**src/include/ccm_pkg.sv**
```systemverilog
package ccm_pkg;
   localparam int         CLK_HZ         = 50_000_000;
   localparam int         CLK_PERIOD_NS  = 20;
   localparam int         FREE_RUN_HZ    = 5_000_000;
   localparam logic [7:0] FREE_RUN_DIV   = 8'(CLK_HZ / FREE_RUN_HZ);
   localparam logic [4:0] OWD_OVF_CNT    = 5'h10;
   localparam int         PER_W          = 16;
   localparam logic [3:0] EDGES_X4       = 4'h8;
   localparam logic [3:0] EDGES_X3       = 4'h6;
   localparam logic [3:0] EDGES_X2       = 4'h4;
   localparam logic [3:0] EDGES_X5       = 4'hA;
   localparam logic [3:0] EDGES_X1P5     = 4'h3;
   localparam logic [3:0] EDGES_X2P5     = 4'h5;
   localparam logic [3:0] RESYNC_X4      = 4'h4;
   localparam logic [3:0] RESYNC_X3      = 4'h3;
   localparam logic [3:0] RESYNC_X2      = 4'h2;
   localparam logic [3:0] RESYNC_X5      = 4'h5;
   localparam logic [3:0] RESYNC_X1P5    = 4'h4;
   localparam logic [3:0] RESYNC_X2P5    = 4'h4;

   typedef enum logic [2:0] {
      CCM_MODE_X2P5   = 3'b000,
      CCM_MODE_PRESC  = 3'b001,
      CCM_MODE_X1P5   = 3'b010,
      CCM_MODE_DIRECT = 3'b011,
      CCM_MODE_X5     = 3'b100,
      CCM_MODE_X2     = 3'b101,
      CCM_MODE_X3     = 3'b110,
      CCM_MODE_X4     = 3'b111
   } ccm_mode_t;

   localparam ccm_mode_t MODE_RST = CCM_MODE_X4;
endpackage : ccm_pkg

```
**src/include/ccm_owd_if.sv**
```systemverilog
`timescale 1ns/1ps
interface ccm_owd_if;
   logic enable;
   logic xtal_edge;
   logic pll_run;
   logic pll_tick;
   logic fail;
   logic fail_pulse;
   modport core (output enable, output xtal_edge,
                 input pll_run, input pll_tick, input fail, input fail_pulse);
   modport wdg  (input enable, input xtal_edge,
                 output pll_run, output pll_tick, output fail, output fail_pulse);
endinterface : ccm_owd_if

```
**src/logic/ccm_clock_mode.sv**
```systemverilog
`timescale 1ns/1ps
module ccm_clock_mode (
   // clock and reset
   input  wire logic              clk_sys,
   input  wire logic              reset,
   // straps and configuration
   input  wire logic [2:0]        clock_mode_strap_pins,
   input  wire logic              osc_watchdog_disable,
   // input oscillator clock, sampled
   input  wire logic              xtal_in,
   // generated clock and status
   output logic                   cpu_clk,
   output logic                   cpu_edge,
   output ccm_pkg::ccm_mode_t     clock_mode_straps,
   output logic                   mode_valid,
   output logic                   pll_enable,
   output logic                   osc_fail,
   output logic                   osc_fail_interrupt
);
   typedef struct packed {
      logic                    captured;
      ccm_pkg::ccm_mode_t      mode;
      logic                    xtal;
      logic                    clk;
      logic                    edge_p;
      logic [ccm_pkg::PER_W-1:0] per_cnt;
      logic [ccm_pkg::PER_W-1:0] period;
      logic [ccm_pkg::PER_W:0]   acc;
      logic [3:0]              trans;
   } ccm_st_t;

   ccm_st_t st_r;
   ccm_st_t st_nxt;

   ccm_owd_if owd_if ();

   ccm_owd u_owd (
      .clk_sys (clk_sys),
      .reset   (reset),
      .owd     (owd_if.wdg)
   );

   logic       xtal_rise;
   logic       xtal_tr;
   logic       is_direct;
   logic       is_presc;
   logic       is_pll;
   logic [3:0] edges;
   logic [3:0] resync;
   logic [ccm_pkg::PER_W:0] acc_sum;

   always_comb begin
      unique case (st_r.mode)
         ccm_pkg::CCM_MODE_X4:   begin edges = ccm_pkg::EDGES_X4;   resync = ccm_pkg::RESYNC_X4;   end
         ccm_pkg::CCM_MODE_X3:   begin edges = ccm_pkg::EDGES_X3;   resync = ccm_pkg::RESYNC_X3;   end
         ccm_pkg::CCM_MODE_X2:   begin edges = ccm_pkg::EDGES_X2;   resync = ccm_pkg::RESYNC_X2;   end
         ccm_pkg::CCM_MODE_X5:   begin edges = ccm_pkg::EDGES_X5;   resync = ccm_pkg::RESYNC_X5;   end
         ccm_pkg::CCM_MODE_X1P5: begin edges = ccm_pkg::EDGES_X1P5; resync = ccm_pkg::RESYNC_X1P5; end
         ccm_pkg::CCM_MODE_X2P5: begin edges = ccm_pkg::EDGES_X2P5; resync = ccm_pkg::RESYNC_X2P5; end
         ccm_pkg::CCM_MODE_DIRECT,
         ccm_pkg::CCM_MODE_PRESC: begin edges = 4'h0; resync = 4'h0; end
      endcase
   end

   assign xtal_rise = xtal_in && !st_r.xtal;
   assign xtal_tr   = xtal_in != st_r.xtal;
   assign is_direct = st_r.captured && st_r.mode == ccm_pkg::CCM_MODE_DIRECT;
   assign is_presc  = st_r.captured && st_r.mode == ccm_pkg::CCM_MODE_PRESC;
   assign is_pll    = st_r.captured && !is_direct && !is_presc;
   assign acc_sum   = st_r.acc + {13'h0000, edges};

   // watchdog only guards the non-pll modes
   assign owd_if.enable    = (is_direct || is_presc) && !osc_watchdog_disable;
   assign owd_if.xtal_edge = xtal_tr;

   always_comb begin
      st_nxt        = st_r;
      st_nxt.xtal   = xtal_in;
      st_nxt.edge_p = 1'b0;
      if (!st_r.captured) begin
         // straps still on the pins in the first cycle after release
         st_nxt.captured = 1'b1;
         st_nxt.mode     = ccm_pkg::ccm_mode_t'(clock_mode_strap_pins);
      end else if (owd_if.fail) begin
         if (owd_if.pll_tick) begin
            st_nxt.clk = !st_r.clk;
         end
      end else if (is_direct) begin
         st_nxt.clk = xtal_in;
      end else if (is_presc) begin
         if (xtal_rise) begin
            st_nxt.clk = !st_r.clk;
         end
      end else begin
         // period tracking; clk_sys must be well above the input rate
         if (xtal_rise) begin
            st_nxt.per_cnt = '0;
            st_nxt.period  = st_r.per_cnt + 16'h0001;
         end else if (st_r.per_cnt != 16'hFFFF) begin
            st_nxt.per_cnt = st_r.per_cnt + 16'h0001;
         end
         if (st_r.period != '0) begin
            if (acc_sum >= {1'b0, st_r.period}) begin
               st_nxt.acc = acc_sum - {1'b0, st_r.period};
               st_nxt.clk = !st_r.clk;
            end else begin
               st_nxt.acc = acc_sum;
            end
         end
         if (xtal_tr) begin
            if (st_r.trans + 4'h1 >= resync) begin
               // pull phase back onto the input edge; error is a fraction of a cycle
               st_nxt.trans = 4'h0;
               st_nxt.acc   = '0;
            end else begin
               st_nxt.trans = st_r.trans + 4'h1;
            end
         end
      end
      st_nxt.edge_p = st_nxt.clk != st_r.clk;
   end

   always_ff @(posedge clk_sys or posedge reset) begin
      if (reset) begin
         st_r      <= '0;
         st_r.mode <= ccm_pkg::MODE_RST;
      end else begin
         st_r <= st_nxt;
      end
   end

   assign cpu_clk            = st_r.clk;
   assign cpu_edge           = st_r.edge_p;
   assign clock_mode_straps  = st_r.mode;
   assign mode_valid         = st_r.captured;
   assign pll_enable         = is_pll || owd_if.pll_run;
   assign osc_fail           = owd_if.fail;
   assign osc_fail_interrupt = owd_if.fail_pulse;

   AST_STRAP_CAPTURE: assert property (@(posedge clk_sys) disable iff (reset)
      !st_r.captured |=> (mode_valid && clock_mode_straps == $past(clock_mode_strap_pins)))
      else $error("strap code not captured after reset");
   AST_STRAP_HOLD: assert property (@(posedge clk_sys) disable iff (reset)
      mode_valid |=> (mode_valid && $stable(clock_mode_straps)))
      else $error("clock mode changed without reset");
   AST_PRESC_TOGGLE: assert property (@(posedge clk_sys) disable iff (reset)
      (is_presc && !osc_fail && xtal_rise) |=> (cpu_clk != $past(cpu_clk)))
      else $error("prescaler missed an input rising edge");
   AST_PRESC_HOLD: assert property (@(posedge clk_sys) disable iff (reset)
      (is_presc && !osc_fail && !xtal_rise) |=> $stable(cpu_clk))
      else $error("prescaler toggled without an input rising edge");
   AST_DIRECT_FOLLOW: assert property (@(posedge clk_sys) disable iff (reset)
      (is_direct && !osc_fail) |=> (cpu_clk == $past(xtal_in)))
      else $error("direct drive does not follow input");
   AST_DIRECT_PERIOD: assert property (@(posedge clk_sys) disable iff (reset)
      (is_direct && !osc_fail && xtal_rise) |=> ($rose(cpu_clk) && cpu_edge))
      else $error("direct drive period not aligned to input");
   AST_WDG_PLL: assert property (@(posedge clk_sys) disable iff (reset)
      ((is_direct || is_presc) && osc_watchdog_disable) |-> !pll_enable)
      else $error("pll not switched off with watchdog disabled");
   AST_EDGE_MARK: assert property (@(posedge clk_sys) disable iff (reset)
      mode_valid |=> (cpu_edge == (cpu_clk != $past(cpu_clk))))
      else $error("edge marker disagrees with clock");
   AST_PLL_ON: assert property (@(posedge clk_sys) disable iff (reset)
      is_pll |-> (pll_enable && !owd_if.enable))
      else $error("pll not enabled in multiply mode");

   // guards below cover corners the bench rarely reaches, such as a stalled input in every mode
   AST_PLL_NO_FAIL: assert property (@(posedge clk_sys) disable iff (reset)
      is_pll |-> !osc_fail)
      else $error("watchdog failure seen in multiply mode");

   AST_WDG_ON: assert property (@(posedge clk_sys) disable iff (reset)
      ((is_direct || is_presc) && !osc_watchdog_disable) |-> pll_enable)
      else $error("pll not running for enabled watchdog");

   AST_FAIL_CLOCK: assert property (@(posedge clk_sys) disable iff (reset)
      (osc_fail && owd_if.pll_tick) |=> cpu_edge)
      else $error("failed clock did not follow free-running tick");

   AST_FAIL_HOLD: assert property (@(posedge clk_sys) disable iff (reset)
      (osc_fail && !owd_if.pll_tick) |=> $stable(cpu_clk))
      else $error("failed clock moved without a free-running tick");

   AST_FAIL_PULSE: assert property (@(posedge clk_sys) disable iff (reset)
      osc_fail_interrupt |-> osc_fail)
      else $error("failure interrupt without failure flag");

   AST_PULSE_ONCE: assert property (@(posedge clk_sys) disable iff (reset)
      osc_fail_interrupt |=> !osc_fail_interrupt)
      else $error("failure interrupt longer than one cycle");

   AST_FAIL_NOT_MULT: assert property (@(posedge clk_sys) disable iff (reset)
      osc_fail |-> !is_pll)
      else $error("failure flag set while multiplying");

   AST_EDGE_VALID: assert property (@(posedge clk_sys) disable iff (reset)
      !mode_valid |-> !cpu_edge)
      else $error("clock edge before straps captured");

   AST_PLL_PERIOD_WAIT: assert property (@(posedge clk_sys) disable iff (reset)
      (is_pll && st_r.period == '0) |=> $stable(cpu_clk))
      else $error("multiply clock ran before input period known");

   AST_RESYNC_RANGE: assert property (@(posedge clk_sys) disable iff (reset)
      is_pll |-> (st_r.trans < resync))
      else $error("resync transition count out of range");

   AST_PRESC_EDGE: assert property (@(posedge clk_sys) disable iff (reset)
      (is_presc && !osc_fail && xtal_rise) |=> cpu_edge)
      else $error("prescaler edge marker missing");

   AST_DIRECT_QUIET: assert property (@(posedge clk_sys) disable iff (reset)
      (is_direct && $past(is_direct) && !osc_fail && !xtal_tr) |=> !cpu_edge)
      else $error("direct clock edge without input transition");

   AST_WDG_OFF_QUIET: assert property (@(posedge clk_sys) disable iff (reset)
      ((is_direct || is_presc) && osc_watchdog_disable) |=> !osc_fail_interrupt)
      else $error("failure interrupt with watchdog disabled");

   AST_STRAP_DEFAULT: assert property (@(posedge clk_sys) disable iff (reset)
      !mode_valid |-> (clock_mode_straps == ccm_pkg::MODE_RST))
      else $error("mode not at default before capture");
endmodule : ccm_clock_mode

```
**src/logic/ccm_owd.sv**
```systemverilog
`timescale 1ns/1ps
module ccm_owd (
   // clock and reset
   input  wire logic clk_sys,
   input  wire logic reset,
   // link to clock core
   ccm_owd_if.wdg    owd
);
   typedef struct packed {
      logic [7:0] div;
      logic [4:0] cnt;
      logic       tick;
      logic       fail;
      logic       pulse;
   } ccm_owd_st_t;

   ccm_owd_st_t st_r;
   ccm_owd_st_t st_nxt;

   always_comb begin
      st_nxt       = st_r;
      st_nxt.tick  = 1'b0;
      st_nxt.pulse = 1'b0;
      if (owd.enable) begin
         // free-running oscillator modelled as a divided enable
         if (st_r.div == ccm_pkg::FREE_RUN_DIV - 8'h01) begin
            st_nxt.div  = 8'h00;
            st_nxt.tick = 1'b1;
         end else begin
            st_nxt.div = st_r.div + 8'h01;
         end
         if (owd.xtal_edge) begin
            st_nxt.cnt = 5'h00;
         end else if (st_r.tick && !st_r.fail) begin
            st_nxt.cnt = st_r.cnt + 5'h01;
            if (st_r.cnt + 5'h01 == ccm_pkg::OWD_OVF_CNT) begin
               st_nxt.fail  = 1'b1;
               st_nxt.pulse = 1'b1;
            end
         end
      end else begin
         // pll off: no ticks, counter parked
         st_nxt.div = 8'h00;
         st_nxt.cnt = 5'h00;
      end
   end

   always_ff @(posedge clk_sys or posedge reset) begin
      if (reset) begin
         st_r <= '0;
      end else begin
         st_r <= st_nxt;
      end
   end

   assign owd.pll_run    = owd.enable;
   assign owd.pll_tick   = st_r.tick;
   assign owd.fail       = st_r.fail;
   assign owd.fail_pulse = st_r.pulse;

   AST_OWD_OVERFLOW: assert property (@(posedge clk_sys) disable iff (reset)
      (owd.enable && !owd.xtal_edge && st_r.tick && st_r.cnt == 5'h0F && !st_r.fail)
      |=> (owd.fail && owd.fail_pulse))
      else $error("watchdog overflow did not raise fail");
   AST_OWD_STICKY: assert property (@(posedge clk_sys) disable iff (reset)
      owd.fail |=> owd.fail ##1 owd.fail)
      else $error("watchdog fail dropped before reset");
   AST_OWD_CLEAR: assert property (@(posedge clk_sys) disable iff (reset)
      (owd.enable && owd.xtal_edge) |=> (st_r.cnt == 5'h00))
      else $error("watchdog counter not cleared by input transition");
endmodule : ccm_owd

```
**config.mk**
```make
export PLATFORM = sky130hd
export DESIGN_NAME = ccm_clock_mode
export DESIGN_NICKNAME = d
export VERILOG_FILES = /design/src/include/ccm_pkg.sv /design/src/include/ccm_owd_if.sv /design/src/logic/ccm_clock_mode.sv /design/src/logic/ccm_owd.sv
export SDC_FILE = /design/constraint.sdc
export NUM_CORES = 1
export LEC_CHECK = 0
export ABC_CLOCK_PERIOD_IN_PS = 7300
export BUFFER_PORTS_ARGS = -buffer_cell sky130_fd_sc_hd__buf_2
export CORE_MARGIN = 1
export CORE_UTILIZATION = 37
export CTS_CLUSTER_SIZE = 40
export DETAILED_ROUTE_END_ITERATION = 6
export SYNTH_ARGS = -nofsm -noshare
export SYNTH_HDL_FRONTEND = slang
export SYNTH_SLANG_ARGS = --single-unit
```
**constraint.sdc**
```tcl
create_clock -name clk_sys -period 7.3 [get_ports clk_sys]
set_input_delay 0 -clock clk_sys [delete_from_list [all_inputs] [get_ports clk_sys]]
set_output_delay 0 -clock clk_sys [all_outputs]
set_load 0.005 [all_outputs]
```
==> results of run 1 <==
-- flip-flops by register name, indices dropped and copies added, names as in the netlist --
signal	cells
clock_mode_straps	3
cpu_clk	1
cpu_edge	1
mode_valid	1
st_r	54
u_owd.owd.fail	1
u_owd.owd.fail_pulse	1
u_owd.owd.pll_tick	1
u_owd.st_r	13
-- layout by cell type (no fill, tap or decap), types with 4 or more instances in the layout --
cell type,instances
a21o_1,7
a21oi_1,34
a31oi_1,6
and3_1,11
buf_2,15
clkbuf_16,9
dfrtp_1,73
dlygate4sd3_1,5
ha_1,34
inv_1,28
mux2_2,5
mux2i_1,9
nand2_1,56
nand2b_1,10
nand3_1,21
nand4_1,8
nor2_1,56
nor2b_1,10
nor3_1,12
nor4_1,5
o21a_1,4
o21ai_0,46
o21ai_1,13
o22ai_1,4
o31ai_1,8
xnor2_1,30
xor2_1,27
-- cell families (layout without fill, tap and decap cells) --
| family | after synthesis | after routing |
|---|---|---|
| simple gates | 207 | 207 |
| compound gates | 146 | 146 |
| flops | 76 | 76 |
| xor+xnor | 57 | 57 |
| buf+inv | 51 | 65 |
| fa+ha+maj | 36 | 36 |
| mux | 14 | 14 |
| other cells | 1 | 1 |
-- per-layer routing --
| layer | global-route usage, % | part of all wire (%) |
|---|---|---|
| met2 | 25.57 | 46 |
| met1 | 22.53 | 50 |
| met3 | 3.066 | 2.0 |
| met4 | 7.099 | 2.0 |
| met5 | 0 | 0 |
-- power by group through the flow --
stage	clock (mW)	combinational (mW)	sequential, mW
after floorplan	0	0.866	0.574
after global placement	0	1.02	0.600
after detailed placement	0	1.04	0.604
after CTS	0.418	1.05	0.597
after global routing	0.439	1.18	0.613
final	0.409	1.06	0.597
-- worst register-to-register path, cell delays in order (launching register included) --
cell and delay (ns):
dfstp_2 0.59, inv_1 0.09, ha_1 0.19, mux2_2 0.29, ha_1 0.28, a21o_1 0.19, a21oi_1 0.23, nor2b_1 0.09
o21a_1 0.25, and3_1 0.22, xor2_1 0.16, ha_1 0.36, nand2_1 0.09, or3_4 0.42, a21oi_2 0.17, nor3_2 0.09
o211ai_4 0.67, nor2_1 0.26, a21oi_1 0.20, o22ai_1 0.10
-- worst paths after layout --
| kind | startpoint | end | slack, ns |
|---|---|---|---|
| setup / recovery | clock_mode_straps[0]$_DFFE_PP1N_ | st_r[14]$_DFFE_PP0P_ | 2.22 |
| max in group asynchronous | reset | st_r[50]$_DFFE_PP0P_ | 6.72 |
| min in group clk_sys | osc_watchdog_disable | u_owd.owd.pll_tick$_DFF_PP0_ | 0.39 |
| hold / removal | reset | u_owd.st_r[7]$_DFFE_PP0P_ | -0.04 |
| setup reg to reg | clock_mode_straps[0]$_DFFE_PP1N_ | st_r[14]$_DFFE_PP0P_ | 2.22 |
| hold reg to reg | st_r[4]$_DFFE_PP0P_ | st_r[4]$_DFFE_PP0P_ | 0.49 |
-- Yosys cell counts (2+ instances only) --
cell	n	area [um^2]
dfrtp_1	73	1827
nand2_1	56	210.2
nor2_1	56	210.2
o21ai_0	46	230.2
a21oi_1	34	170.2
ha_1	34	425.4
xnor2_1	30	262.8
inv_1	29	108.9
xor2_1	27	236.5
nand3_1	21	105.1
o21ai_1	13	65.06
nor3_1	12	60.06
and3_1	11	68.82
clkbuf_1	11	41.29
nand2b_1	10	62.56
nor2b_1	10	62.56
mux2i_1	9	90.09
nand4_1	8	50.05
o31ai_1	8	60.06
a21o_1	7	52.55
a31oi_1	6	37.54
buf_4	6	45.04
mux2_2	5	56.30
nor4_1	5	31.28
o21a_1	4	30.03
o22ai_1	4	25.02
a211o_1	3	26.28
a22oi_1	3	22.52
and4_1	3	26.28
dfstp_2	3	78.83
o211ai_1	3	22.52
a211oi_1	2	15.01
buf_2	2	10.01
buf_6	2	22.52
fa_1	2	40.04
nor2_2	2	12.51
or2_2	2	12.51
-- cell type report --
class | count | area, um^2 | share of cell area (%)
inverter | 29 | 108.9 | 1.917
clock buffer | 9 | 225.2 | 3.966
clock inverter | 6 | 41.29 | 0.7270
sequential | 76 | 1906 | 33.55
multi-input combinational | 461 | 3045 | 53.62
timing repair buffer | 21 | 132.6 | 2.335
tap | 176 | 220.2 | 3.878
-- what timing repair did --
item                                   CTS  global route
resized for setup                        0             0
endpoints found under the hold margin    5             0
hold buffers                             5             0
==> results.py, run 1 <==
metrics = {
    "run_status": {
        "status": "finished with violations",
        "violations": "hold timing",
    },
    "clock_network": {
        "cts_setup_buffers": 0,
        "clock_latency_ns": 0.34,
        "htree_levels": 3,
        "cts_buffers": 9,
        "clk_pin_slew_ns": 0.06,
        "cts_max_path_buffers": 2,
        "cts-root-buf": "clkbuf_16",
        "cts_tree": "done",
        "clkSinkCount": 76,
    },
    "global_routing": {
        "grt_max_degree": 77,
        "antenna_found_initial": 0,
        "grtUsageTotal_pct": 16.53,
        "grt_overflow": 0,
        "grt_pass1_wl_um": 19210,
        "grt_pass1_vias": 4021,
    },
    "synth": {
        "yosys.area_share.simple_pct": 19.59,
        "yosysWarnings": 0,
        "synth_compound_area_share_pct": 17.59,
        "synth_cells": 588,
        "synth-xor-area-share_pct": 9.612,
        "synth.distinct_cells": 63,
        "syn_area_um2": 5194,
        "ys_ff_latch": 76,
        "synth_edf_count": 0,
        "avgSynthCellArea_um2": 8.833,
        "async_flop_share_pct": 100.0,
        "synthFlopType": "dfrtp_1",
        "synth_fa_ha_area_share_pct": 8.962,
        "yosysSeqAreaShare_pct": 36.69,
        "synthMuxAreaShare_pct": 2.819,
        "syn_nets": 631,
        "synth_top_family_by_area": "simple AND/OR/NAND/NOR gates",
    },
    "routing": {
        "drtIter0Drc": 321,
        "post_drt_wl_per_cell_um": 14.46,
        "dr.pass1.iters": 4,
        "routed_wl_um": 11250,
        "vias_per_cell": 5.226,
        "num_vias": 4066,
        "ant_nets": 0,
        "drcViolationCount": 0,
    },
    "sta": {
        "finalClockSkew_ns": 0.005319,
        "whs_ns": -0.03502,
        "fmax_mhz": 196.9,
        "rsz0062_at_grt": "no",
        "finalSetupViolCount": 0,
        "layout_setup_ws_ns": 2.222,
        "slew_violations": 0,
        "finalHoldViolations": 73,
        "min_period_ns": 5.078,
        "fin_crit_sh_pct": 69.57,
        "fin_tns_setup_ns": 0,
        "worst_slew_pin_slew_ns": 0.9666,
        "relSlewSlack_pct": 35.56,
    },
    "floorplanning": {
        "die_w_um": 120.5,
        "initial_core_util_pct": 38.61,
        "rows": 42,
        "io_pins": 16,
        "die-area_um2": 14520,
        "die_y_um": 120.5,
        "core-area_um2": 13450,
    },
    "placement": {
        "pre_cts_ws_ns": 2.279,
        "dp_cells": 758,
        "port_buffers": 15,
        "hpwl_um": 8163,
        "gp_congestion": 0.8581,
        "post_dp_cell_area_um2": 5363,
    },
    "flow_run": {
        "cap_violations": 0,
    },
    "worst_setup_path": {
        "crit_path_end_kind": "register",
        "arrival_ns": 5.27,
        "max_stage_delay_ns": 0.67,
        "cp_cell_sequence": "inv_1, ha_1, mux2_2, ha_1, a21o_1, a21oi_1, nor2b_1, o21a_1, and3_1, xor2_1, ha_1, nand2_1, or3_4, a21oi_2, nor3_2, o211ai_4, nor2_1, a21oi_1, o22ai_1",
        "ff2ff_path_depth": 19,
        "cpMaxStageDelayCell": "o211ai_4",
        "required_ns": 7.50,
        "cpLargestDelayFamily": "compound AO/OA/AOI/OAI gates",
        "path_class": "reg2reg",
        "path_max_fanout": 25,
        "start_kind": "register",
        "path_buf_inv": 1,
        "cpMostUsedCell": "ha_1",
        "path_depth": 19,
    },
    "layout": {
        "fillers": 1338,
        "fin_cells": 778,
        "n_antenna_cell": 0,
        "area_delta_synth_final_pct": 9.347,
        "finalInstanceArea_um2": 5679,
        "final_util_pct": 42.22,
        "final_layout_size_suffix_gt1_share_pct": 9.136,
        "layout.nets": 641,
    },
    "power": {
        "power_frac_comb_pct": 51.3,
        "power_switching_mw": 0.8783,
        "p_leak_nw": 2.572,
        "swShare_pct": 42.52,
        "power_mw": 2.065,
        "p_seq_share_pct": 28.9,
        "internal-power_mw": 1.187,
        "ir_worst_vdd_v": 0.0001588,
        "p_clk_share_pct": 19.8,
        "power_per_cell_area_nw_per_um2": 363.7,
    },
    "min_path": {
        "hold_class": "in2async",
    },
}
(Power assumes the default switching activity.)
==> run 2: changes to the inputs <==
--- a/config.mk
+++ b/config.mk
@@ -5,7 +5,8 @@
 export SDC_FILE = /design/constraint.sdc
 export NUM_CORES = 1
 export LEC_CHECK = 0
-export ABC_CLOCK_PERIOD_IN_PS = 7300
+export ABC_AREA = 1
+export ABC_CLOCK_PERIOD_IN_PS = 4500
 export BUFFER_PORTS_ARGS = -buffer_cell sky130_fd_sc_hd__buf_2
 export CORE_MARGIN = 1
 export CORE_UTILIZATION = 37
==> constraint.sdc (replaced) <==
create_clock -name clk_sys -period 4.5 [get_ports clk_sys]
set_input_delay 0 -clock clk_sys [delete_from_list [all_inputs] [get_ports clk_sys]]
set_output_delay 0 -clock clk_sys [all_outputs]
set_load 0.005 [all_outputs]
==> run 2 against run 1 <==
The flow now finishes without violations. Sequential share of layout area shrank 1.2 points. Routed wire length grew 6.2%. Count of clock-buffer cells in the layout is the same. Critical path type unchanged.
==> results.py, run 2 <==
metrics = {
    "worst_setup_path": {
        "required_ns": 4.71,
        "ff2ff_path_depth": 27,
        "path_class": "reg2reg",
        "rrSetupSlack_ns": 0.28,
        "path_max_fanout": 14,
        "arrival_ns": 4.43,
        "r2r_start": "clock_mode_straps[0]$_DFFE_PP1N_",
        "r2r_end": "st_r[13]$_DFFE_PP0P_",
        "cpMaxStageDelayCell": "dfstp_2",
        "cpMostUsedCell": "nand2_1",
        "cpLargestDelayFamily": "simple AND/OR/NAND/NOR gates",
        "start_kind": "register",
        "crit_path_end_kind": "register",
        "path_buf_inv": 4,
        "max_stage_delay_ns": 0.54,
    },
    "floorplanning": {
        "initial_core_util_pct": 38.55,
        "die_y_um": 120.4,
        "io_pins": 16,
        "rows": 42,
        "core-area_um2": 13450,
        "die_w_um": 120.4,
        "die-area_um2": 14490,
    },
    "routing": {
        "num_vias": 4455,
        "routed_wl_um": 11950,
        "drcViolationCount": 0,
        "dr.pass1.iters": 4,
        "ant_nets": 0,
        "post_drt_wl_per_cell_um": 13.54,
        "vias_per_cell": 5.045,
        "drtIter0Drc": 208,
    },
    "layout": {
        "fillers": 1388,
        "area_delta_synth_final_pct": 13.68,
        "fin_cells": 883,
        "layout.nets": 745,
        "largest_reg_flops": 54,
        "final_common_cell": "nand2_1",
        "largest-register": "st_r",
        "final_layout_size_suffix_gt1_share_pct": 11.03,
        "n_antenna_cell": 0,
        "final_cell_mix": "nand2_1, inv_1, dfrtp_1",
        "final_util_pct": 43.82,
    },
    "sta": {
        "fin_tns_setup_ns": 0,
        "finalClockSkew_ns": 0.008820,
        "relSlewSlack_pct": 40.47,
        "fin_crit_sh_pct": 93.81,
        "finalSetupViolCount": 0,
        "finalHoldViolations": 0,
        "fmax_mhz": 236.9,
        "worst_slew_pin_slew_ns": 0.8929,
        "min_period_ns": 4.222,
        "layout_setup_ws_ns": 0.2783,
        "slew_violations": 0,
    },
    "synth": {
        "syn_area_um2": 5186,
        "synth_edf_count": 0,
        "synth.area.top_cells": "dfrtp_1, nand2_1, ha_1, inv_1, o21ai_0",
        "yosysMostFrequentCell": "nand2_1",
        "synth_commonest_cells": "nand2_1, inv_1, dfrtp_1",
        "ys_ff_latch": 76,
        "synth_top_area_share_pct": 35.22,
        "yosysTopAreaCell": "dfrtp_1",
        "yosysWarnings": 0,
        "synth.distinct_cells": 44,
        "syn_nets": 718,
        "avgSynthCellArea_um2": 7.683,
        "synthFlopType": "dfrtp_1",
        "synth_cells": 675,
        "async_flop_share_pct": 100.0,
        "yosysSeqAreaShare_pct": 36.74,
    },
    "min_path": {
        "min_path_cells": 4,
        "worstHoldStart": "osc_watchdog_disable",
        "holdPathEnd": "u_owd.st_r[10]$_DFF_PP0_",
        "hold_class": "in2reg",
    },
    "placement": {
        "dp_cells": 857,
        "port_buffers": 15,
        "hpwl_um": 8912,
        "pre_cts_ws_ns": 0.03860,
        "gp_congestion": 0.9315,
    },
    "clock_network": {
        "clock_latency_ns": 0.35,
        "clkSinkCount": 76,
        "cts_buffers": 9,
        "cts_max_path_buffers": 2,
        "clk_pin_slew_ns": 0.07,
        "cts_tree": "done",
        "cts-root-buf": "clkbuf_16",
        "htree_levels": 3,
    },
    "power": {
        "power_per_cell_area_nw_per_um2": 362.0,
        "p_leak_nw": 2.906,
        "ir_worst_vdd_v": 0.0002054,
    },
    "global_routing": {
        "antenna_found_initial": 0,
        "grtUsageTotal_pct": 17.80,
        "grt_overflow": 0,
        "grt_pass1_wl_um": 20090,
        "grt_pass1_vias": 4293,
        "grt_max_degree": 43,
    },
    "flow_run": {
        "cap_violations": 0,
    },
    "run_status": {
        "status": "completed",
    },
}
[run 2: cell count changes after synthesis, moves of 9 or more]
cell / before / now
nor2b_1: 10 / 0
and3_1: 11 / 0
nand2_1: 56 / 137
nand3_1: 21 / 42
mux2i_1: 9 / 0
nand2b_1: 10 / 0
xnor2_1: 30 / 13
o21ai_0: 46 / 57
inv_1: 29 / 96
[run 2: cell families (layout without fill, tap and decap cells)]
family / count (synthesis) / in the layout / synth area share (%)
DFF: 76 / 76 / 36.74
xor gates and xnor gates: 42 / 42 / 7.093
adders and majority gates: 36 / 36 / 8.975
AOI/OAI and AO/OA: 141 / 141 / 15.49
buffers and inverters: 113 / 144 / 8.757
and+or+nand+nor: 266 / 267 / 22.87
other: 1 / 1 / 0.07231
[run 2: worst min-delay path: cells and delay by family]
family / cells / cell delay (ns)
AOI/OAI and AO/OA: 1 / 0.06
and+or+nand+nor: 2 / 0.23
buffers and inverters: 1 / 0.09
[run 2: what timing repair did]
item                       4_1_cts  5_1_grt
hold endpoints to repair        42        0
gates resized for setup          0       13
setup endpoints to repair        0       19
buffers inserted                 0        4
hold buffers                     5        0
[run 2: how the worst max path moves through the flow]
stage | from | end | depth (start not counted)
after floorplan | clock_mode_straps[0]$_DFFE_PP1N_ | st_r[8]$_DFFE_PP0P_ | 25
after global placement | clock_mode_straps[0]$_DFFE_PP1N_ | st_r[13]$_DFFE_PP0P_ | 25
after detailed placement | clock_mode_straps[0]$_DFFE_PP1N_ | st_r[20]$_DFFE_PP0P_ | 25
after CTS | clock_mode_straps[0]$_DFFE_PP1N_ | st_r[20]$_DFFE_PP0P_ | 25
after global routing | clock_mode_straps[1]$_DFFE_PP1N_ | st_r[13]$_DFFE_PP0P_ | 27
final | clock_mode_straps[0]$_DFFE_PP1N_ | st_r[13]$_DFFE_PP0P_ | 27
[run 2: routing by layer]
layer  global-route usage [%]  share of wire (%)  routed length [um]  up-vias
met5                        0                  0                   0        -
met4                    7.948                2.2                 265        0
met3                    2.736                2.7                 321       16
met2                    29.96                 48                5678       65
met1                    22.53                 48                5688     2099
li1                         -                  -                   -     2275
[run 2: stage by stage]
step	cell area [um^2]	total power, mW	hold slack [ns]
3_3_place_gp	5425	1.355	0.1508
2_1_floorplan	5186	1.239	0.03143
4_1_cts	5759	2.077	0.05501
6_report	5896	2.134	0.06406
3_5_place_dp	5425	1.359	0.1476
5_1_grt	5896	2.278	0.07468
[run 2: layout make-up]
| class | count | area, um^2 | share of cell area [%] |
|---|---|---|---|
| multi-input combinational | 487 | 2918 | 49.49 |
| sequential | 76 | 1906 | 32.32 |
| inverter | 102 | 385.4 | 6.537 |
| clock buffer | 9 | 225.2 | 3.820 |
| tap | 176 | 220.2 | 3.735 |
| timing repair buffer | 26 | 182.7 | 3.098 |
| clock inverter | 7 | 58.81 | 0.9975 |
[run 2: power by group]
part	total, mW	leakage, nW	internal, mW	switching [mW]
combinational	0.732	1.90	0.283	0.449
clock	0.705	0.138	0.382	0.323
sequential	0.698	0.862	0.692	0.00603
